--- config.mk ---
export PLATFORM = sky130hd
export DESIGN_NAME = wpt_top
export DESIGN_NICKNAME = d
export VERILOG_FILES = /design/src/inc/wpt_pkg.sv /design/src/rtl/wpt_top.sv /design/src/rtl/wpt_tick_div.sv
export VERILOG_INCLUDE_DIRS = /design/src /design/src/inc
export SDC_FILE = /design/constraint.sdc
export NUM_CORES = 1
export LEC_CHECK = 0
export BUFFER_PORTS_ARGS = -buffer_cell sky130_fd_sc_hd__buf_2
export CORE_MARGIN = 10
export CORE_UTILIZATION = 55
export DETAILED_ROUTE_END_ITERATION = 7
export GPL_TIMING_DRIVEN = 0
export PLACE_DENSITY = 0.79
export SYNTH_ARGS = -nofsm -noshare
export SYNTH_HDL_FRONTEND = slang
export SYNTH_HIERARCHICAL = 1
export SYNTH_SLANG_ARGS = --single-unit
--- constraint.sdc ---
create_clock -name clock -period 6.4 [get_ports clock]
set_input_delay 1.28 -clock clock [delete_from_list [all_inputs] [get_ports clock]]
set_output_delay 1.28 -clock clock [all_outputs]
set_load 0.01 [all_outputs]
--- src/inc/wpt_regs.svh ---
// register offsets, field positions, reset values and timing counts of the watchdog prescaler
// assumes an apb slave with 32-bit data, one aligned word per register
`ifndef WPT_REGS_SVH
`define WPT_REGS_SVH
`define WPT_CTRL_OFF 12'h000
`define WPT_STAT_OFF 12'h004
`define WPT_CLR_OFF 12'h008
`define WPT_IEN_OFF 12'h00C
`define WPT_RST_OFF 12'h010
`define WPT_CTRL_PRE_LSB 0
`define WPT_CTRL_DIV_LSB 4
`define WPT_CTRL_RST 32'h00000000
`define WPT_RESTART_KEY 32'h000000A5
`define WPT_BASE_TICKS 2048
`define WPT_MAX_CODE 4'h9
`define WPT_STAT_EARLY 0
`define WPT_STAT_TOUT 1
`endif

--- src/inc/wpt_pkg.sv ---
// types shared by the watchdog prescaler and its divider
// assumes wpt_regs.svh for numeric constants
package wpt_pkg;
   typedef struct packed {
      logic psel;
      logic penable;
      logic pwrite;
      logic [11:0] paddr;
      logic [31:0] pwdata;
   } wpt_apb_req_t;
   typedef struct packed {
      logic pready;
      logic pslverr;
      logic [31:0] prdata;
   } wpt_apb_rsp_t;
   typedef struct packed {
      logic [2:0] div_sel;
      logic [3:0] pre_sel;
   } wpt_ctrl_t;
   typedef enum logic [2:0] {
      WPT_IDLE = 3'b001,
      WPT_WARN = 3'b010,
      WPT_FIRED = 3'b100
   } wpt_state_t;
endpackage

--- src/rtl/wpt_top.sv ---
// watchdog prescaler: apb registers, tick divider, two-stage timeout counter
// assumes clock is the watchdog oscillator rate; apb master on the same clock
//
// Behaviour
// - prescale codes 0 to 9 give 2048 times two to the code ticks
// - divider select 3 divides the oscillator clock by seven
// - divider select 4 divides the oscillator clock by nine
// - early warning after one interval, timeout after two intervals
// - divider select 2 divides the oscillator clock by five
// - divider selects 5 and 6 divide by eleven and thirteen
`timescale 1ns/100ps
`include "wpt_regs.svh"
module wpt_top #(
   parameter int CNT_W = 22
) (
   input wire logic clock,
   input wire logic rst_b,
   input wire wpt_pkg::wpt_apb_req_t apb_req,
   output wpt_pkg::wpt_apb_rsp_t apb_rsp,
   output logic early_warning,
   output logic timeout,
   output logic irq
);
   import wpt_pkg::*;
   wpt_ctrl_t ctrl_q, ctrl_d;
   logic [1:0] stat_q, stat_d, ien_q, ien_d;
   logic [31:0] rdata_q, rdata_d;
   logic err_d;
   logic rvalid_q, rvalid_d;
   logic early_q, early_d, tout_q, tout_d;
   logic [CNT_W-1:0] cnt_q, cnt_d;
   wpt_state_t st_q, st_d;
   logic wr, rd, restart, tick, hit;
   logic [CNT_W-1:0] limit;

   assign wr = apb_req.psel && apb_req.penable && apb_req.pwrite;
   assign rd = apb_req.psel && apb_req.penable && !apb_req.pwrite;

   function automatic logic [CNT_W-1:0] ticks_for(input logic [3:0] code);
      logic [CNT_W-1:0] base;
      base = CNT_W'(`WPT_BASE_TICKS);
      if (code > `WPT_MAX_CODE) begin
         ticks_for = base << `WPT_MAX_CODE;
      end else begin
         ticks_for = base << code;
      end
   endfunction

   assign limit = ticks_for(ctrl_q.pre_sel);

   // register file
   always_comb begin
      ctrl_d = ctrl_q;
      ien_d = ien_q;
      stat_d = stat_q;
      rdata_d = rdata_q;
      err_d = 1'b0;
      rvalid_d = rd && !rvalid_q;
      restart = 1'b0;
      if (wr) begin
         unique case (apb_req.paddr)
            `WPT_CTRL_OFF: begin
               ctrl_d.pre_sel = apb_req.pwdata[`WPT_CTRL_PRE_LSB +: 4];
               ctrl_d.div_sel = apb_req.pwdata[`WPT_CTRL_DIV_LSB +: 3];
               restart = 1'b1;
            end
            `WPT_CLR_OFF: stat_d = stat_q & ~apb_req.pwdata[1:0];
            `WPT_IEN_OFF: ien_d = apb_req.pwdata[1:0];
            `WPT_RST_OFF: restart = (apb_req.pwdata == `WPT_RESTART_KEY);
            `WPT_STAT_OFF: err_d = 1'b1;
            default: err_d = 1'b1;
         endcase
      end
      if (rd) begin
         unique case (apb_req.paddr)
            `WPT_CTRL_OFF: rdata_d = {25'h0, ctrl_q.div_sel, ctrl_q.pre_sel};
            `WPT_STAT_OFF: rdata_d = {30'h0, stat_q};
            `WPT_IEN_OFF: rdata_d = {30'h0, ien_q};
            `WPT_CLR_OFF, `WPT_RST_OFF: rdata_d = 32'h00000000;
            default: begin
               rdata_d = 32'h00000000;
               err_d = 1'b1;
            end
         endcase
      end
      // set wins over clear
      if (early_d) begin
         stat_d[`WPT_STAT_EARLY] = 1'b1;
      end
      if (tout_d) begin
         stat_d[`WPT_STAT_TOUT] = 1'b1;
      end
   end

   always_ff @(posedge clock or negedge rst_b) begin
      if (!rst_b) begin
         ctrl_q <= wpt_ctrl_t'(7'(`WPT_CTRL_RST));
         ien_q <= 2'h0;
         stat_q <= 2'h0;
         rdata_q <= 32'h00000000;
         rvalid_q <= 1'b0;
      end else begin
         ctrl_q <= ctrl_d;
         ien_q <= ien_d;
         stat_q <= stat_d;
         rdata_q <= rdata_d;
         rvalid_q <= rvalid_d;
      end
   end

   // reads take one wait state so that prdata comes from a flop
   assign apb_rsp.pready = !rd || rvalid_q;
   assign apb_rsp.prdata = rdata_q;
   assign apb_rsp.pslverr = err_d;

   wpt_tick_div u_div (
      .clock(clock),
      .rst_b(rst_b),
      .restart(restart),
      .div_sel(ctrl_q.div_sel),
      .tick(tick)
   );

   assign hit = tick && (cnt_q == limit - CNT_W'(1));

   // two-stage timeout
   always_comb begin
      st_d = st_q;
      cnt_d = cnt_q;
      early_d = 1'b0;
      tout_d = 1'b0;
      if (restart) begin
         cnt_d = '0;
         st_d = WPT_IDLE;
      end else if (tick && st_q != WPT_FIRED) begin
         cnt_d = hit ? '0 : cnt_q + CNT_W'(1);
         if (hit) begin
            unique case (st_q)
               WPT_IDLE: begin
                  st_d = WPT_WARN;
                  early_d = 1'b1;
               end
               WPT_WARN: begin
                  st_d = WPT_FIRED;
                  tout_d = 1'b1;
               end
               default: st_d = WPT_IDLE;
            endcase
         end
      end
   end

   always_ff @(posedge clock or negedge rst_b) begin
      if (!rst_b) begin
         st_q <= WPT_IDLE;
         cnt_q <= '0;
         early_q <= 1'b0;
         tout_q <= 1'b0;
      end else begin
         st_q <= st_d;
         cnt_q <= cnt_d;
         early_q <= early_d;
         tout_q <= tout_d;
      end
   end

   assign early_warning = early_q;
   assign timeout = tout_q;
   assign irq = |(stat_q & ien_q);

   int unsigned ticks_q;
   always_ff @(posedge clock or negedge rst_b) begin
      if (!rst_b) begin
         ticks_q <= 0;
      end else if (restart) begin
         ticks_q <= 0;
      end else if (tick) begin
         ticks_q <= ticks_q + 1;
      end
   end

   early_count_a: assert property (@(posedge clock) disable iff (!rst_b)
      early_q |-> $past(ticks_q) + 1 == limit)
      else $error("early warning at wrong tick count");
   double_time_a: assert property (@(posedge clock) disable iff (!rst_b)
      tout_q |-> $past(ticks_q) + 1 == 2 * limit)
      else $error("timeout not at twice the interval");
   restart_clear_a: assert property (@(posedge clock) disable iff (!rst_b)
      restart |=> cnt_q == '0 && st_q == WPT_IDLE)
      else $error("restart did not clear counter");
   div_five_a: assert property (@(posedge clock) disable iff (!rst_b || restart)
      tick && ctrl_q.div_sel == 3'd2 |=> (!tick)[*4] ##1 tick)
      else $error("divide by five tick spacing wrong");
   div_eleven_a: assert property (@(posedge clock) disable iff (!rst_b || restart)
      tick && ctrl_q.div_sel == 3'd5 |=> (!tick)[*8] ##1 (!tick)[*2] ##1 tick)
      else $error("divide by eleven tick spacing wrong");
   div_thirteen_a: assert property (@(posedge clock) disable iff (!rst_b || restart)
      tick && ctrl_q.div_sel == 3'd6 |=> (!tick)[*8] ##1 (!tick)[*4] ##1 tick)
      else $error("divide by thirteen tick spacing wrong");
   sticky_set_a: assert property (@(posedge clock) disable iff (!rst_b)
      early_q |-> stat_q[`WPT_STAT_EARLY])
      else $error("early event lost from status");
   irq_level_a: assert property (@(posedge clock) disable iff (!rst_b)
      (early_q && ien_q[`WPT_STAT_EARLY]) || (tout_q && ien_q[`WPT_STAT_TOUT]) |-> irq)
      else $error("enabled event did not raise interrupt");
   warn_before_a: assert property (@(posedge clock) disable iff (!rst_b)
      tout_q |-> $past(st_q) == WPT_WARN)
      else $error("timeout without early warning");
   early_c: cover property (@(posedge clock) disable iff (!rst_b) early_q);
   tout_c: cover property (@(posedge clock) disable iff (!rst_b) tout_q);
   restart_c: cover property (@(posedge clock) disable iff (!rst_b) restart && st_q == WPT_WARN);
endmodule

--- src/rtl/wpt_tick_div.sv ---
// divides the oscillator-rate clock into a watchdog tick enable
// assumes div_sel changes only together with a restart pulse
`timescale 1ns/100ps
module wpt_tick_div (
   input wire logic clock,
   input wire logic rst_b,
   input wire logic restart,
   input wire logic [2:0] div_sel,
   output logic tick
);
   import wpt_pkg::*;
   logic [3:0] cnt_q, cnt_d;
   logic [3:0] ratio;

   function automatic logic [3:0] div_ratio(input logic [2:0] sel);
      unique case (sel)
         3'd2: div_ratio = 4'h5;
         3'd3: div_ratio = 4'h7;
         3'd4: div_ratio = 4'h9;
         3'd5: div_ratio = 4'hB;
         3'd6: div_ratio = 4'hD;
         default: div_ratio = 4'h1;
      endcase
   endfunction

   assign ratio = div_ratio(div_sel);

   always_comb begin
      cnt_d = cnt_q + 4'h1;
      if (restart || cnt_q >= ratio - 4'h1) begin
         cnt_d = 4'h0;
      end
   end

   always_ff @(posedge clock or negedge rst_b) begin
      if (!rst_b) begin
         cnt_q <= 4'h0;
      end else begin
         cnt_q <= cnt_d;
      end
   end

   assign tick = !restart && (cnt_q >= ratio - 4'h1);

   div_period_a: assert property (@(posedge clock) disable iff (!rst_b || restart)
      tick && div_sel == 3'd3 |=> (!tick)[*6] ##1 tick)
      else $error("divide by seven tick spacing wrong");
   div_nine_a: assert property (@(posedge clock) disable iff (!rst_b || restart)
      tick && div_sel == 3'd4 |=> (!tick)[*8] ##1 tick)
      else $error("divide by nine tick spacing wrong");
endmodule

-- Yosys cells after proc, flatten, opt, wreduce, memory -nomap -nowiden
Cells that the tools add are included.
- bits in registers: 75
- latch bits: 0
- memory bits (writable): 0
- ROM bits: 0
- bits of input ports: 49
- output and inout port bits: 37
- memories kept: 0
- add/sub/neg operators: 4
- multipliers: 0
- divide/modulo/power cells: 0
- $lt $le $gt $ge: 2
- equal/unequal tests: 14
- shift-type cells: 1
- muxes and demuxes: 29
- bitwise logic cells: 3
- reductions and logical operators: 28
- operators by type and width (kind ; count):
    22-bit 2-to-1 mux ; 4
    32-bit by 8-bit equality test with 1-bit output, second input constant ; 1
    12-bit by 4-bit equality test with 1-bit output, second input constant ; 2
    22-bit by 1-bit adder with 22-bit output, second input constant ; 1
    22-bit equality test ; 1
    12-bit by 4-bit left shift with 22-bit output, first input constant ; 1
    22-bit by 1-bit subtractor with 22-bit output, second input constant ; 1
    7-bit case mux with 3 select lines ; 1
    4-bit case mux with 5 select lines ; 1
    1-bit 2-to-1 mux ; 15
    12-bit by 3-bit equality test with 1-bit output, second input constant ; 1
    12-bit by 5-bit equality test with 1-bit output, second input constant ; 1
    12-bit zero test ; 1
    2-bit nonzero test ; 6
    2-bit AND reduction ; 5
    3-bit by 2-bit equality test with 1-bit output, second input constant ; 3
    3-bit equality test, second input constant ; 3
    3-bit 2-to-1 mux ; 3
    1-bit logical AND ; 7
    3-bit case mux with 2 select lines ; 1
    5-bit OR reduction ; 1
    4-bit by 1-bit adder with 4-bit output, second input constant ; 1
    2-bit bitwise AND ; 2
    4-bit greater-or-equal comparator ; 1
    12 further kinds ; 17

-- Depth between registers and ports, before layout
- depth after elaboration: 11
- gate-level depth with buffers: 15
- mapped depth without buffers: 12

-- Hierarchy
The synthesis kept the hierarchy.
- by module, submodules not included (module ; times used ; cells an instance ; area each (um^2) ; sequential area each (um^2)):
    wpt_top ; 1 ; 342 ; 2970.3 ; 1152.4
    wpt_tick_div ; 1 ; 29 ; 290.3 ; 100.1

-- Worst setup path before layout
No wires, ideal clock.
- path kind: input to register
- start: input port apb_req[36] in the netlist's numbering
- end: register st_q[1]
- library setup time: 0.070 ns
- arrival: 3.923 ns
- setup slack: 2.407 ns
- cell stages on the path: 15
- path buffers: 3
- path through: buf_2 > nor4bb_1 > nand4_1 > nor3_1 > o21ai_0 > clkinv_1 > buf_1 > a21oi_1 > nand4b_1 > nor4_1 > nand2_1 > or4_1 > buf_2 > mux2_4 > nor2_2
- word-level cells in the longest chain between the ends: 8
- elaborated cells between the ends (all ways): 12
- RTL lines (item ; line ; source):
    start, declared ; wpt_top.sv:18 ; input wire wpt_pkg::wpt_apb_req_t apb_req,
    12-bit by 5-bit equality test with 1-bit output / 12-bit zero test (equally long branches) ; wpt_top.sv:61 ; unique case (apb_req.paddr)
    1-bit case mux with 2 select lines (*) ; wpt_top.sv:61 ;
    1-bit 2-to-1 mux (*) ; wpt_top.sv:60 ; if (wr) begin
    named net restart ; wpt_top.sv:33 ; logic wr, rd, restart, tick, hit;
    1-bit zero test (*) ; wpt_tick_div.sv:43 ; assign tick = !restart && (cnt_q >= ratio - 4'h1);
    1-bit logical AND (*) ; wpt_tick_div.sv:43 ;
    named net tick ; wpt_top.sv:33 ;
    1-bit logical AND (on tied branches) ; wpt_top.sv:124, wpt_top.sv:135 ;
    2-bit nonzero test (no source line) ; -- ;
    2-bit AND reduction (no source line) (*) ; -- ;
    end signal, assigned ; wpt_top.sv:160 ; st_q <= st_d;
    end, declared ; wpt_top.sv:32 ; wpt_state_t st_q, st_d;
The timed path passes the listed nets; every way through them passes the cells marked *.
A chain may end at the register's enable or synchronous reset.

==> impl_metrics.py <==
metrics = {
    "status": {
        "status": "completed",
    },
    "yosys": {
        "synth_enable_flop_cells": 0,
        "share_of_synthesized_flip_flops_with_an_asynchronous_set_or_reset_pct": 100,
        "post-synth-top-count-cell": "dfrtp_1",
        "fraction_of_synthesized_cell_area_taken_by_the_top_area_cell_type_pct": 37.6,
        "synth_sequential_area_ratio_pct": 38.4,
        "synth.distinct_cells": 62,
        "synth.cells.most_frequent": "dfrtp_1 (49), nand2_1 (40), nor2_1 (31)",
        "mean_instance_size_in_the_synthesized_netlist_um2": 8.79,
        "top_post_synthesis_cells_by_area": "dfrtp_1 (38%), buf_4 (6.0%), nand2_1 (4.6%), nor2_1 (3.6%), nand3_1 (3.5%)",
        "yosys_top_cell_by_area": "dfrtp_1",
        "syn-cell-area_um2": 3260,
        "synth_compound_gate_area_share_pct": 14.7,
        "area_share_of_and_or_nand_nor_cells_after_synthesis_pct": 25.8,
        "yosys_most_used_dff": "dfrtp_1",
        "muxShareOfSynthArea_pct": 4.14,
        "share_of_synthesized_cell_area_in_full_adder_half_adder_and_majority_cells_pct": 2.30,
        "yosysWarnings": 6,
        "synthesis.instances": 371,
        "ys_seq_elements": 50,
        "synth-xor-area-share_pct": 5.10,
        "synth_top_family_by_area": "simple AND/OR/NAND/NOR gates",
    },
    "setup_path": {
        "cp_slowest_cell": "or4_1",
        "arrival_time_of_the_worst_setup_path_ps": 4680,
        "path_class": "primary input to flop",
        "worst_setup_sp_type": "primary input",
        "worst_path_dominant_cell_family": "simple AND/OR/NAND/NOR gates",
        "timing.critical_path.required_ps": 6580,
        "worst_path_most_repeated_cell": "buf_2",
        "timing.critical_path.to_type": "flop",
        "cp_slowest_stage_delay_ps": 410,
        "critical_path_fanout_max": 11,
        "cp.buffers_inverters": 4,
        "path_cells": "buf_2 -> nor4bb_1 -> nand4_1 -> nor3_1 -> o21ai_0 -> clkinv_1 -> buf_1 -> a21oi_1 -> nand4b_1 -> nor4_1 -> nand2_1 -> or4_1 -> buf_2 -> o21ai_2 -> nor2_1",
    },
    "sta": {
        "finalHoldViolCount": 0,
        "rsz0062_at_grt": "no",
        "setup-tns-final_ps": 0,
        "final_critical_path_setup_slack_ps": 1900,
        "clock-skew-final_ps": 7.51,
        "report.final.setup_viol": 0,
        "period_minus_slack_ps": 4500,
        "slew_headroom_pct": 26.7,
        "slew_viol_final": 0,
        "worst_slew_pin_slew_ps": 1100,
        "fin_crit_sh_pct": 70.4,
        "timing.fmax_mhz": 222,
    },
    "pwr": {
        "power_density_nw_per_um2": 167,
        "leakagePower_nw": 1.77,
        "p_total_w": 0.000639,
        "ir_drop_mv": 0.158,
    },
    "routing": {
        "avgViaCountPerCell": 5.56,
        "drtIter0Drc": 160,
        "antenna_violating_nets_post_route": 0,
        "drt_first_pass_iters": 4,
        "vias": 2963,
        "drt_drc_violations_left": 0,
        "route.detailed.wl_per_inst_um": 15.3,
        "wl_final_um": 8160,
    },
    "global_routing": {
        "gr-usage-all-layers_pct": 16.7,
        "grt_antenna_before_repair": 0,
        "maximum_number_of_pins_on_one_net_before_global_route_repair": 51,
        "grt_pass1_wl_um": 13600,
        "number_of_global_route_vias_before_repair": 2844,
        "grt-ovfl-total": 0,
    },
    "placed_design": {
        "numPortBuffers": 58,
        "placedInstanceArea_um2": 3730,
        "final_weighted_congestion_of_routability_driven_global_placement": 0.895,
        "worst_slack_placed_ps": 1590,
        "post-dp-hpwl_um": 6500,
    },
    "cells_and_area": {
        "filler_cell_count": 466,
        "area_growth_pct": 17.3,
        "diodes": 0,
        "number_of_nets_in_the_finished_design": 515,
        "fraction_of_layout_instances_using_a_drive_strength_above_1_pct": 27.1,
        "design_area_um2": 3830,
    },
    "die": {
        "design.core.area_um2": 5640,
        "top_level_ports": 86,
        "die_area_um2": 9410,
        "placementRows": 27,
        "die_w_um": 97.0,
        "die_y_um": 97.0,
        "initial_utilization_pct": 57.8,
    },
    "clocking": {
        "insertion_delay_ps": 310,
        "cts_sinks": 50,
        "cts_buffer_depth": 2,
        "clock_pin_slew_of_the_registers_on_the_worst_case_setup_and_hold_paths_ps": 100,
        "cts-hold-fix-buffers": 0,
        "tritoncts": "yes",
        "ctsHtreeMaxLevel": 2,
        "cts_inserted_buffers": 5,
        "postCtsSetupBuffers": 0,
        "cts_root_buffer": "clkbuf_8",
        "quantity_of_gates_resized_following_cts": 0,
    },
    "run": {
        "maxCapViolations": 0,
    },
    "hold_path": {
        "timing.hold.worst.class": "flop to flop",
    },
}
-- state kept, by name, indices dropped and copies added (netlist names), 2 cells and up --
signal and count:
st_q 3, ien_q 2, rdata_q 7, stat_q 2, ctrl_q 7, u_div/cnt_q 4, cnt_q 22
-- where the power goes --
group | internal [W] | switching (W)
clock network | 0.0000870 | 0.000105
logic | 0.0000422 | 0.0000441
registers | 0.000337 | 0.0000236
-- cell type report --
class	count	area [µm²]	share of cell area [%]
Buffer	45	278	7.26
Clock inverter	2	12.5	0.327
Clock buffer	6	82.6	2.16
Inverter	8	30.0	0.785
Sequential cell	50	1250	32.7
Multi-Input combinational cell	292	1790	46.8
Tap cell	72	90.1	2.35
Timing Repair Buffer	58	290	7.59
-- path summary, 6_finish.rpt --
| kind | start | endpoint | slack, ps | cells past startpoint |
|---|---|---|---|---|
| worst max register to register | ctrl_q[3]$_DFFE_PN0P_ | cnt_q[11]$_DFFE_PN0P_ | 2860 | 13 |
| max in group asynchronous | rst_b | cnt_q[13]$_DFFE_PN0P_ | 4550 | 1 |
| min in group asynchronous | rst_b | u_div/cnt_q[3]$_DFF_PN0_ | 1180 | 1 |
| worst min register to register | rdata_q[0]$_DFFE_PN0P_ | rdata_q[0]$_DFFE_PN0P_ | 490 | 2 |
| worst min-delay path | rdata_q[0]$_DFFE_PN0P_ | rdata_q[0]$_DFFE_PN0P_ | 490 | 2 |
| worst max-delay path | apb_req[36] | cnt_q[11]$_DFFE_PN0P_ | 1900 | 15 |
-- cell families (layout without fill, tap and decap cells) --
group,Yosys count,after routing
AND/OR/NAND/NOR,162,162
AO/OA/AOI/OAI,68,68
buffers and inverters,53,119
flip-flops,50,50
XOR/XNOR,19,19
multiplexers,12,12
adder cells (fa/ha/maj),6,6
other,1,25
-- per-layer routing --
metal	vias to the layer above	GRT usage (%)	wire length [µm]
met5	-	0	0
met4	0	6.09	165
met3	18	3.55	474
met2	88	28.9	4150
met1	1399	19.7	3370
li1	1458	-	-
-- cells in the final DEF (no fill, tap or decap), types with 3 or more instances in the layout --
cell,netlist,routed
buf_2,9,67
dfrtp_1,49,49
nand2_1,40,40
nor2_1,31,31
buf_4,26,26
conb_1,1,25
nand3_1,23,23
nor3_1,12,12
o21ai_0,11,11
a21oi_1,10,10
xnor2_1,10,10
clkbuf_1,9,9
nor4_1,9,9
xor2_1,9,9
mux2_2,8,8
inv_1,7,7
nand4_1,6,6
a22o_1,6,6
a21o_1,6,6
ha_1,6,6
clkbuf_8,0,6
or3_1,5,5
or2_2,5,5
nor2b_1,5,5
nand2b_1,5,5
a31oi_1,5,5
a2111oi_0,4,4
or4_1,3,3
a211oi_1,3,3
and3_1,3,3
mux2i_1,3,3
-- stage by stage --
| step | utilization, % | instances | hold WS (ps) |
|---|---|---|---|
| after global routing | 67.8 | 533 | 538 |
| after CTS | 67.8 | 533 | 491 |
| after detailed placement | 66.1 | 525 | 470 |
| after floorplan | - | 395 | 463 |
| after global placement | 66.1 | 525 | 456 |
| final | 67.8 | 533 | 491 |
-- tightest hold or removal path, cell delays in order (launching register included) --
cell	delay, ps
dfrtp_1	350
nand2_1	50
o21ai_0	60
Power figures use the tool's default switching activity.
